==> src/pkg/ofscd_cfg.svh <==
`ifndef OFSCD_CFG_SVH
`define OFSCD_CFG_SVH
// Opcodes
`define OFSCD_OP_CONTRAST   8'h81
`define OFSCD_OP_ENTIRE     7'h52
`define OFSCD_OP_INVERSE    7'h53
`define OFSCD_OP_DISPLAY    7'h57
`define OFSCD_OP_NOP        8'hE3
`define OFSCD_OP_LOCK       8'hFD
`define OFSCD_OP_SCROLL     7'h16
// Reset values
`define OFSCD_CONTRAST_RST  8'h7F
// Field positions
`define OFSCD_LOCK_BIT      2
// Parameter count and end-page parameter index
`define OFSCD_SCROLL_NPARAM 3'h7
`define OFSCD_LAST_PAGE     3'h3
// Register offsets
`define OFSCD_ADDR_CMD      4'h0
`define OFSCD_ADDR_CFG      4'h4
`define OFSCD_ADDR_SCROLL   4'h8
`define OFSCD_ADDR_STATUS   4'hC
// Bus answers
`define OFSCD_RESP_OKAY     2'h0
`define OFSCD_RESP_SLVERR   2'h2
`endif

==> src/pkg/ofscd_pkg.sv <==
package ofscd_pkg;
  typedef enum logic [1:0] {
    OFSCD_IDLE  = 2'h0,
    OFSCD_PARAM = 2'h1
  } ofscd_state_e;
  typedef enum logic [1:0] {
    OFSCD_K_CONTRAST = 2'h0,
    OFSCD_K_LOCK     = 2'h1,
    OFSCD_K_SCROLL   = 2'h3
  } ofscd_kind_e;
endpackage

==> src/design/ofscd_decoder.sv <==
`timescale 1ns/1ps
`include "ofscd_cfg.svh"
// Overview of operation
// - Contrast is opcode then one 8-bit level out of 256.
// - Contrast output rises with parameter; resets to 7Fh.
// - Entire-display opcode bit0 clear shows RAM; reset state.
// - Entire-display opcode bit0 set lights every pixel.
// - Normal polarity (reset): RAM 0 off, RAM 1 on.
// - Inverse polarity: RAM 0 on, RAM 1 off.
// - Display-off opcode sleeps the panel; reset state.
// - Display-on opcode turns the panel on in normal mode.
// - No-operation opcode changes nothing.
// - Lock command is opcode plus parameter; bit 2 set locks.
// - Lock bit 2 clear unlocks; unlocked after reset.
// - Locked: all commands and data ignored except the lock opcode.
// - Scroll opcode bit0 clear shifts right one column.
// - Scroll opcode bit0 set shifts left one column.
// - Start page is low three bits of second scroll parameter.
// - Data/command low means command byte, high means display data.
// - Reset returns every setting to its reset value.
module ofscd_decoder (
  // Clock and reset
  input  wire logic         clk,
  input  wire logic         rst_n,
  // AXI4-Lite write address
  input  wire logic [3:0]   s_axi_awaddr,
  input  wire logic         s_axi_awvalid,
  output logic              s_axi_awready,
  // AXI4-Lite write data
  input  wire logic [31:0]  s_axi_wdata,
  input  wire logic [3:0]   s_axi_wstrb,
  input  wire logic         s_axi_wvalid,
  output logic              s_axi_wready,
  // AXI4-Lite write response
  output logic [1:0]        s_axi_bresp,
  output logic              s_axi_bvalid,
  input  wire logic         s_axi_bready,
  // AXI4-Lite read address
  input  wire logic [3:0]   s_axi_araddr,
  input  wire logic         s_axi_arvalid,
  output logic              s_axi_arready,
  // AXI4-Lite read data
  output logic [31:0]       s_axi_rdata,
  output logic [1:0]        s_axi_rresp,
  output logic              s_axi_rvalid,
  input  wire logic         s_axi_rready,
  // Panel settings
  output logic [7:0]        contrast,
  output logic              entire_on,
  output logic              inverse,
  output logic              display_on,
  output logic              locked,
  // Scroll setup
  output logic              scroll_start,
  output logic              scroll_left,
  output logic [2:0]        scroll_start_page,
  output logic [7:0]        scroll_interval,
  output logic [2:0]        scroll_end_page,
  output logic [7:0]        scroll_col_start,
  output logic [7:0]        scroll_col_end,
  // Display data passed to memory
  output logic              ram_wr,
  output logic [7:0]        ram_data
);
  import ofscd_pkg::*;

  // Bus handshake state
  logic        aw_reg, aw_next;
  logic [3:0]  awa_reg, awa_next;
  logic        w_reg, w_next;
  logic [31:0] wd_reg, wd_next;
  logic [3:0]  ws_reg, ws_next;
  logic        bv_reg, bv_next;
  logic [1:0]  br_reg, br_next;
  logic        rv_reg, rv_next;
  logic [31:0] rd_reg, rd_next;
  logic [1:0]  rr_reg, rr_next;
  // Decoder state
  ofscd_state_e st_reg, st_next;
  ofscd_kind_e  kind_reg, kind_next;
  logic [2:0]  cnt_reg, cnt_next;
  logic [7:0]  con_reg, con_next;
  logic        ent_reg, ent_next;
  logic        inv_reg, inv_next;
  logic        don_reg, don_next;
  logic        lck_reg, lck_next;
  logic        sgo_reg, sgo_next;
  logic        sl_reg, sl_next;
  logic        sl_pend_reg, sl_pend_next;
  logic [7:0]  sp_reg [0:6];
  logic [7:0]  sp_next [0:6];
  logic        rw_reg, rw_next;
  logic [7:0]  rdat_reg, rdat_next;
  logic        ign_reg, ign_next;
  // Byte strobe from a completed write
  logic        byte_vld;
  logic        byte_dc;
  logic [7:0]  byte_val;

  // Write of the command/data register completes a byte
  always_comb begin
    byte_vld = aw_reg && w_reg && !bv_reg && (awa_reg == `OFSCD_ADDR_CMD) && ws_reg[0];
    byte_dc  = wd_reg[8];
    byte_val = wd_reg[7:0];
  end

  // Bus slave next state
  always_comb begin
    aw_next  = aw_reg;
    awa_next = awa_reg;
    w_next   = w_reg;
    wd_next  = wd_reg;
    ws_next  = ws_reg;
    bv_next  = bv_reg;
    br_next  = br_reg;
    rv_next  = rv_reg;
    rd_next  = rd_reg;
    rr_next  = rr_reg;
    if (s_axi_awvalid && !aw_reg) begin
      aw_next  = 1'b1;
      awa_next = {s_axi_awaddr[3:2], 2'h0};
    end
    if (s_axi_wvalid && !w_reg) begin
      w_next  = 1'b1;
      wd_next = s_axi_wdata;
      ws_next = s_axi_wstrb;
    end
    if (aw_reg && w_reg && !bv_reg) begin
      bv_next = 1'b1;
      aw_next = 1'b0;
      w_next  = 1'b0;
      if (awa_reg == `OFSCD_ADDR_CMD) begin
        br_next = `OFSCD_RESP_OKAY;
      end else begin
        br_next = `OFSCD_RESP_SLVERR;
      end
    end
    if (bv_reg && s_axi_bready) begin
      bv_next = 1'b0;
    end
    if (s_axi_arvalid && !rv_reg) begin
      rv_next = 1'b1;
      rr_next = `OFSCD_RESP_OKAY;
      if ({s_axi_araddr[3:2], 2'h0} == `OFSCD_ADDR_CMD) begin
        rd_next = 32'h0;
      end else if ({s_axi_araddr[3:2], 2'h0} == `OFSCD_ADDR_CFG) begin
        rd_next = {20'h0, lck_reg, don_reg, inv_reg, ent_reg, con_reg};
      end else if ({s_axi_araddr[3:2], 2'h0} == `OFSCD_ADDR_SCROLL) begin
        rd_next = {sp_reg[6], sp_reg[5], 5'h0, sp_reg[3][2:0], sl_reg, 4'h0, sp_reg[1][2:0]};
      end else begin
        rd_next = {28'h0, ign_reg, cnt_reg == 3'h0 ? 1'b0 : 1'b1, kind_reg};
      end
    end else if (rv_reg && s_axi_rready) begin
      rv_next = 1'b0;
    end
  end

  // Command decoder next state
  always_comb begin
    st_next      = st_reg;
    kind_next    = kind_reg;
    cnt_next     = cnt_reg;
    con_next     = con_reg;
    ent_next     = ent_reg;
    inv_next     = inv_reg;
    don_next     = don_reg;
    lck_next     = lck_reg;
    sgo_next     = 1'b0;
    sl_next      = sl_reg;
    sl_pend_next = sl_pend_reg;
    sp_next      = sp_reg;
    rw_next      = 1'b0;
    rdat_next    = rdat_reg;
    ign_next     = ign_reg;
    if (byte_vld) begin
      if (byte_dc) begin
        if (lck_reg) begin
          ign_next = 1'b1;
        end else begin
          rw_next   = 1'b1;
          rdat_next = byte_val;
        end
      end else begin
        case (st_reg)
          OFSCD_IDLE: begin
            if (byte_val == `OFSCD_OP_LOCK) begin
              kind_next = OFSCD_K_LOCK;
              cnt_next  = 3'h1;
              st_next   = OFSCD_PARAM;
            end else if (lck_reg) begin
              ign_next = 1'b1;
            end else if (byte_val == `OFSCD_OP_CONTRAST) begin
              kind_next = OFSCD_K_CONTRAST;
              cnt_next  = 3'h1;
              st_next   = OFSCD_PARAM;
            end else if (byte_val[7:1] == `OFSCD_OP_ENTIRE) begin
              ent_next = byte_val[0];
            end else if (byte_val[7:1] == `OFSCD_OP_INVERSE) begin
              inv_next = byte_val[0];
            end else if (byte_val[7:1] == `OFSCD_OP_DISPLAY) begin
              don_next = byte_val[0];
            end else if (byte_val[7:1] == `OFSCD_OP_SCROLL) begin
              kind_next    = OFSCD_K_SCROLL;
              sl_pend_next = byte_val[0];
              cnt_next     = `OFSCD_SCROLL_NPARAM;
              st_next      = OFSCD_PARAM;
            end
            // Other opcodes, the no-operation among them, leave state alone
          end
          OFSCD_PARAM: begin
            cnt_next = cnt_reg - 3'h1;
            if (kind_reg == OFSCD_K_CONTRAST) begin
              con_next = byte_val;
            end else if (kind_reg == OFSCD_K_LOCK) begin
              lck_next = byte_val[`OFSCD_LOCK_BIT];
            end else begin
              sp_next[`OFSCD_SCROLL_NPARAM - cnt_reg] = byte_val;
            end
            if (cnt_reg == 3'h1) begin
              st_next = OFSCD_IDLE;
              if (kind_reg == OFSCD_K_SCROLL) begin
                sgo_next = 1'b1;
                sl_next  = sl_pend_reg;
              end
            end
          end
          default: begin
            st_next = OFSCD_IDLE;
          end
        endcase
      end
    end
  end

  // Registers
  always_ff @(posedge clk) begin
    if (!rst_n) begin
      aw_reg      <= 1'b0;
      awa_reg     <= 4'h0;
      w_reg       <= 1'b0;
      wd_reg      <= 32'h0;
      ws_reg      <= 4'h0;
      bv_reg      <= 1'b0;
      br_reg      <= `OFSCD_RESP_OKAY;
      rv_reg      <= 1'b0;
      rd_reg      <= 32'h0;
      rr_reg      <= `OFSCD_RESP_OKAY;
      st_reg      <= OFSCD_IDLE;
      kind_reg    <= OFSCD_K_CONTRAST;
      cnt_reg     <= 3'h0;
      con_reg     <= `OFSCD_CONTRAST_RST;
      ent_reg     <= 1'b0;
      inv_reg     <= 1'b0;
      don_reg     <= 1'b0;
      lck_reg     <= 1'b0;
      sgo_reg     <= 1'b0;
      sl_reg      <= 1'b0;
      sl_pend_reg <= 1'b0;
      for (int i = 0; i < 7; i++) begin
        sp_reg[i] <= 8'h0;
      end
      rw_reg      <= 1'b0;
      rdat_reg    <= 8'h0;
      ign_reg     <= 1'b0;
    end else begin
      aw_reg      <= aw_next;
      awa_reg     <= awa_next;
      w_reg       <= w_next;
      wd_reg      <= wd_next;
      ws_reg      <= ws_next;
      bv_reg      <= bv_next;
      br_reg      <= br_next;
      rv_reg      <= rv_next;
      rd_reg      <= rd_next;
      rr_reg      <= rr_next;
      st_reg      <= st_next;
      kind_reg    <= kind_next;
      cnt_reg     <= cnt_next;
      con_reg     <= con_next;
      ent_reg     <= ent_next;
      inv_reg     <= inv_next;
      don_reg     <= don_next;
      lck_reg     <= lck_next;
      sgo_reg     <= sgo_next;
      sl_reg      <= sl_next;
      sl_pend_reg <= sl_pend_next;
      sp_reg      <= sp_next;
      rw_reg      <= rw_next;
      rdat_reg    <= rdat_next;
      ign_reg     <= ign_next;
    end
  end

  // Outputs straight from flip-flops
  assign s_axi_awready     = !aw_reg;
  assign s_axi_wready      = !w_reg;
  assign s_axi_bvalid      = bv_reg;
  assign s_axi_bresp       = br_reg;
  assign s_axi_arready     = !rv_reg;
  assign s_axi_rvalid      = rv_reg;
  assign s_axi_rdata       = rd_reg;
  assign s_axi_rresp       = rr_reg;
  assign contrast          = con_reg;
  assign entire_on         = ent_reg;
  assign inverse           = inv_reg;
  assign display_on        = don_reg;
  assign locked            = lck_reg;
  assign scroll_start      = sgo_reg;
  assign scroll_left       = sl_reg;
  assign scroll_start_page = sp_reg[1][2:0];
  assign scroll_interval   = sp_reg[2];
  assign scroll_end_page   = sp_reg[`OFSCD_LAST_PAGE][2:0];
  assign scroll_col_start  = sp_reg[5];
  assign scroll_col_end    = sp_reg[6];
  assign ram_wr            = rw_reg;
  assign ram_data          = rdat_reg;
endmodule

==> config.mk <==
export PLATFORM = sky130hd
export DESIGN_NAME = ofscd_decoder
export DESIGN_NICKNAME = d
export VERILOG_FILES = /design/src/pkg/ofscd_pkg.sv /design/src/design/ofscd_decoder.sv
export VERILOG_INCLUDE_DIRS = /design/src /design/src/pkg
export SDC_FILE = /design/constraint.sdc
export NUM_CORES = 1
export LEC_CHECK = 0
export ABC_AREA = 1
export ABC_CLOCK_PERIOD_IN_PS = 1400
export BUFFER_PORTS_ARGS = -buffer_cell sky130_fd_sc_hd__buf_2
export CORE_AREA = 2 2 102 104
export DETAILED_ROUTE_END_ITERATION = 16
export DIE_AREA = 0 0 104 106
export PLACE_DENSITY = 0.81
export REMOVE_ABC_BUFFERS = 1
export SYNTH_ARGS = -nofsm -noshare
export SYNTH_HDL_FRONTEND = slang
export SYNTH_SLANG_ARGS = --single-unit
==> constraint.sdc <==
create_clock -name clk -period 1.4 [get_ports clk]
set_input_delay 0.35 -clock clk [delete_from_list [all_inputs] [get_ports clk]]
set_output_delay 0.35 -clock clk [all_outputs]
set_load 0.1 [all_outputs]
==> results of run 1 <==
worst min-delay path by stage:
| stage | startpoint | end | slack (ns) | cells after the start |
|---|---|---|---|---|
| after CTS | s_axi_wdata[8] | wd_reg[8] | 0.20 | 3 |
| after detailed placement | sl_pend_reg | sl_pend_reg | 0.47 | 2 |
| after global placement | ign_reg | ign_reg | 0.45 | 2 |
| final | s_axi_wdata[8] | wd_reg[8] | 0.21 | 3 |
| after floorplan | ign_reg | ign_reg | 0.43 | 2 |
| after global routing | s_axi_awaddr[3] | awa_reg[3] | 0.24 | 3 |
synth_stat cells:
master,n,area (sq um)
nor3_2,3,30.0
inv_1,32,120
o211ai_1,10,75.1
buf_4,10,75.1
nand4_2,1,12.5
dfxtp_1,106,2120
nor2_4,1,11.3
nor2_1,71,267
buf_2,8,40.0
clkbuf_1,18,67.6
and3_1,1,6.26
inv_4,1,6.26
ha_1,3,37.5
nand4_1,11,68.8
inv_2,4,15.0
o21ai_0,22,110
conb_1,1,3.75
buf_6,4,45.0
nor3_1,6,30.0
nand2_2,4,25.0
nand3b_1,1,7.51
or2_2,1,6.26
nand3_1,44,220
clkinv_1,1,3.75
mux2i_1,1,10.0
nor2_8,2,40.0
nand2_1,113,424
a31oi_1,4,25.0
a21oi_1,66,330
a22oi_1,20,150
routing by layer:
layer | routed length [um] | up-vias | share of wire
met1 | 5850 | 2245 | 0.40
met5 | 0 | - | 0
li1 | - | 2231 | -
met3 | 776 | 40 | 0.052
met2 | 7740 | 201 | 0.52
met4 | 433 | 0 | 0.029
metrics by stage:
step | hold WS, ns | power, mW | worst slack, ns | TNS [ns]
floorplan | 0.430 | 3.59 | -1.90 | -87.79
global placement | 0.454 | 3.92 | -0.133 | -3.54
detailed placement | 0.466 | 3.94 | -0.221 | -6.51
CTS | 0.197 | 5.78 | -0.104 | -2.64
global route | 0.236 | 6.02 | -0.211 | -8.35
finish | 0.211 | 5.85 | -0.154 | -3.30
worst register-to-register path: stages, from the launching register on:
cell,delay [ns]
dfxtp_2,0.35
buf_4,0.14
nor3_2,0.43
buf_4,0.30
nand3_4,0.11
a21oi_2,0.17
kinds of logic (layout without fill, tap and decap cells):
group,Yosys count,after routing,share of synthesized area
simple gates,259,260,0.262
compound gates,122,122,0.157
flops,106,106,0.484
buf+inv,78,243,0.0850
fa+ha+maj,3,3,0.00856
other cells,1,8,0.000855
mux,1,1,0.00228
area by class of cell:
type                       instances  area share
sequential                       106       0.286
multi-input combinational        393       0.303
tap                              136      0.0225
clock inverter                     6     0.00795
inverter                          38      0.0212
clock buffer                      10      0.0182
antenna                            1    0.000331
timing repair buffer             189       0.341
power by group through the flow:
| stage | Sequential (mW) | Combinational [mW] | Clock, mW |
|---|---|---|---|
| 6_report | 3.12 | 0.855 | 1.87 |
| 3_3_place_gp | 3.18 | 0.746 | 0 |
| 3_5_place_dp | 3.18 | 0.760 | 0 |
| 5_1_grt | 3.13 | 0.900 | 1.99 |
| 2_1_floorplan | 3.27 | 0.316 | 0 |
| 4_1_cts | 3.12 | 0.793 | 1.87 |
timing repair:
item,CTS,global route
pin swaps,18,23
setup buffers,9,8
endpoints found under the setup margin,66,85
cloned,3,0
resized for setup,81,81
hold buffers,0,0
==> impl_metrics.json, run 1 <==
{
  "outcome": "finished, violations left",
  "violations": "negative setup slack",
  "path_cells": "buf_4 > nor3_2 > buf_4 > nand3_4 > a21oi_2",
  "grt-busiest-layer": "met2",
  "cp_max_fo": 8,
  "regArea_sq_mm": 0.00216,
  "ant_nets": 0,
  "ir_worst_vdd_mv": 0.513,
  "cp_common_cell": "buf_4",
  "cts_tree": "done",
  "die_h_um": 106,
  "fin_skew_ns": 0.0161,
  "cts_buffers": 9,
  "fin_util": 0.755,
  "final_max_slew_viol_count": 0,
  "reg2reg_depth": 5,
  "syn_to_final_growth_pct": 72.2,
  "hold_viol_final": 0,
  "globalRouteMet3Util": 0.0276,
  "hp-class": "input port to flop",
  "first_iter_violations": 343,
  "clk_pin_slew_ns": 0.10,
  "slowest_delay_ns": 0.43,
  "timing.critical_path.to": "scroll_col_start[5]",
  "worst-path-stages": 5,
  "cts_sinks": 106,
  "leakage_nw": 3.04,
  "seq_power_share": 0.534,
  "gp_congestion": 0.870,
  "final_common_cell": "buf_12",
  "fmax_mhz": 643,
  "grt_pass1_wl_um": 22700,
  "avgViaCountPerCell": 5.37,
  "fill_cells": 675,
  "r2r_slack_ns": -0.15,
  "coreArea_sq_mm": 0.0100,
  "cpMaxStageDelayCell": "nor3_2",
  "largest_reg_flops": 28,
  "wl_um": 14800,
  "placed_cell_area_sq_mm": 0.00673,
  "portBuffers": 107,
  "synth_area_sq_mm": 0.00439,
  "start_kind": "flop",
  "layout-drive-gt1-share": 0.446,
  "drt_pre_antenna_iters": 5,
  "crit_family": "simple AND/OR/NAND/NOR gates",
  "netlist_instances": 570,
  "clk_path_buf_depth": 2,
  "grt_antenna_before_repair": 0,
  "crit-reg2reg-launch": "cnt_reg[0]",
  "yosysWarnings": 0,
  "die_w_um": 104,
  "p_switching_mw": 1.76,
  "p_comb_frac": 0.146,
  "dpl.hpwl_um": 10000,
  "required_ns": 1.70,
  "gr-total-overflow": 0,
  "die_area_sq_mm": 0.0110,
  "cts_max_level": 3,
  "rsz0062_at_grt": "yes",
  "finalNonFillerCells": 879,
  "most-common-layout-cells": "91 x buf_12, 81 x dfxtp_1, 78 x nand2_1",
  "setup_ws_ns": -0.154,
  "wl_per_cell_um": 16.8,
  "swShare": 0.301,
  "ys_seq_area_frac": 0.484,
  "path_class": "flop to flop",
  "synth.distinct_cells": 30,
  "clkLatencyLatePin_ns": 0.37,
  "avgSynthCellArea_sq_um": 7.69,
  "use_met2": 0.457,
  "grt_pass1_vias": 4508,
  "rows": 37,
  "power_density_mw_per_mm2": 774,
  "grtUsageTotal": 0.255,
  "path_buf_inv": 2,
  "cap_violations": 0,
  "ios": 145,
  "cp-end-kind": "flop",
  "cts_root_buf": "clkbuf_8",
  "worstPathArrival_ns": 1.85,
  "start_util": 0.439,
  "ys_seq_elements": 106,
  "gr-usage-met1": 0.316,
  "multi_input_area_sq_mm": 0.00229,
  "cell_internal_pwr_mw": 4.09,
  "r2r_end": "scroll_col_start[5]",
  "design_area_sq_mm": 0.00755,
  "nets": 791,
  "drc_errors": 0,
  "pwr-share-clk": 0.319,
  "num_vias": 4717,
  "final-setup-viol-count": 49,
  "fin_crit_sh": 1.11,
  "grt_max_degree": 73,
  "startpoint": "cnt_reg[0]",
  "layout_min_cycle_time_ns": 1.55,
  "dpl.cell_count": 845
}
Note: power is estimated with default switching activity, not from simulation.
==> run 2, diff against run 1 <==
--- a/config.mk
+++ b/config.mk
@@ -14,6 +14,7 @@
 export DIE_AREA = 0 0 104 106
 export PLACE_DENSITY = 0.81
 export REMOVE_ABC_BUFFERS = 1
+export SKIP_LAST_GASP = 1
 export SYNTH_ARGS = -nofsm -noshare
 export SYNTH_HDL_FRONTEND = slang
 export SYNTH_SLANG_ARGS = --single-unit
==> impl_metrics.json, run 2 (synthesis results as in run 1) <==
{
  "setup_ws_ns": -0.115,
  "clk_path_buf_depth": 2,
  "fin_crit_sh": 1.08,
  "fmax_mhz": 660,
  "dpl.cell_count": 845,
  "violations": "negative setup slack",
  "portBuffers": 107,
  "avgViaCountPerCell": 5.39,
  "gr-total-overflow": 0,
  "whs_ns": 0.205,
  "rows": 37,
  "grtUsageTotal": 0.255,
  "gp_congestion": 0.870,
  "wl_um": 14600,
  "ios": 145,
  "hold_viol_final": 0,
  "total_power_mw": 5.83,
  "regArea_sq_mm": 0.00215,
  "coreArea_sq_mm": 0.0100,
  "drt_pre_antenna_iters": 5,
  "cp_max_fo": 4,
  "start_kind": "flop",
  "final-setup-viol-count": 50,
  "dpl.hpwl_um": 10000,
  "layout-drive-gt1-share": 0.435,
  "syn_to_final_growth_pct": 71.3,
  "outcome": "finished, violations left",
  "cp-end-kind": "flop",
  "finalNonFillerCells": 879,
  "fin_skew_ns": 0.0172,
  "clk_pin_slew_ns": 0.12,
  "power_density_mw_per_mm2": 776,
  "multi_input_area_sq_mm": 0.00225,
  "leakage_nw": 3.04,
  "final_max_slew_viol_count": 0,
  "ctsHoldBuffers": 0,
  "die_area_sq_mm": 0.0110,
  "ir_worst_vdd_mv": 0.520,
  "most-common-layout-cells": "91 x buf_12, 84 x dfxtp_1, 79 x nand2_1",
  "die_w_um": 104,
  "nets": 791,
  "grt_pass1_wl_um": 22700,
  "start_util": 0.439,
  "required_ns": 1.70,
  "path_class": "flop to flop",
  "cap_violations": 0,
  "num_vias": 4742,
  "die_h_um": 106,
  "cts_tree": "done",
  "cts_max_level": 3,
  "final_common_cell": "buf_12",
  "tns_ns": -2.92,
  "fill_cells": 676,
  "hp-class": "input port to flop",
  "dpl_worst_slack_ns": -0.221,
  "largest_reg_flops": 28,
  "worstPathArrival_ns": 1.82,
  "layout_min_cycle_time_ns": 1.51,
  "drc_errors": 0,
  "cts_sinks": 106,
  "wl_per_cell_um": 16.6,
  "clkLatencyLatePin_ns": 0.38,
  "grt_antenna_before_repair": 0,
  "cts_buffers": 9,
  "cts_root_buf": "clkbuf_8",
  "rsz0062_at_grt": "yes",
  "grt_pass1_vias": 4509,
  "first_iter_violations": 368,
  "ant_nets": 0,
  "grt_max_degree": 73
}
-- run 2: final timing paths --
| check | endpoint | cells after the start | slack, ns | startpoint |
|---|---|---|---|---|
| max | cnt_reg[2] | 10 | -0.11 | wd_reg[6] |
| min | wd_reg[8] | 3 | 0.21 | s_axi_wdata[8] |
| min reg2reg | ign_reg | 2 | 0.47 | ign_reg |
| max reg2reg | cnt_reg[2] | 10 | -0.11 | wd_reg[6] |
-- run 2: critical path: stages (launching register included) --
cell     delay, ns
dfxtp_2       0.42
nand2_1       0.07
nor2_1        0.12
nand2_2       0.11
nand3_1       0.15
nand2_1       0.12
nor2_4        0.16
nand2_2       0.09
nand2_1       0.06
nand2_1       0.05
nor2_1        0.09
-- run 2: layout make-up --
cell class,instances,area share
Timing Repair Buffer,189,0.343
Multi-Input combinational cell,393,0.300
Sequential cell,106,0.287
Tap cell,136,0.0226
Inverter,38,0.0213
Clock buffer,10,0.0183
Clock inverter,6,0.00799
Antenna cell,1,0.000333
-- run 2: routing by layer --
layer	GRT usage	routed length (um)
met1	0.316	5660
met2	0.457	7710
met4	0.0975	405
met5	0	0
met3	0.0276	852
-- run 2: power by group --
group,total (mW),leakage [nW],switching (mW),internal [mW]
logic,0.848,2.08,0.557,0.291
clock network,1.86,0.0938,1.13,0.733
registers,3.12,0.864,0.0605,3.06
-- run 2: stage by stage --
stage	cell area (sq um)	utilization
4_1_cts	7250	0.725
6_report	7510	0.751
3_3_place_gp	6730	0.673
2_1_floorplan	4180	-
5_1_grt	7510	0.751
3_5_place_dp	6730	0.673
-- run 2: repair_timing --
item                       in CTS  in global routing
buffers inserted                9                  8
gates resized for setup        81                 69
cloned                          3                  0
pin swaps                      18                 22
setup endpoints to repair      66                 85
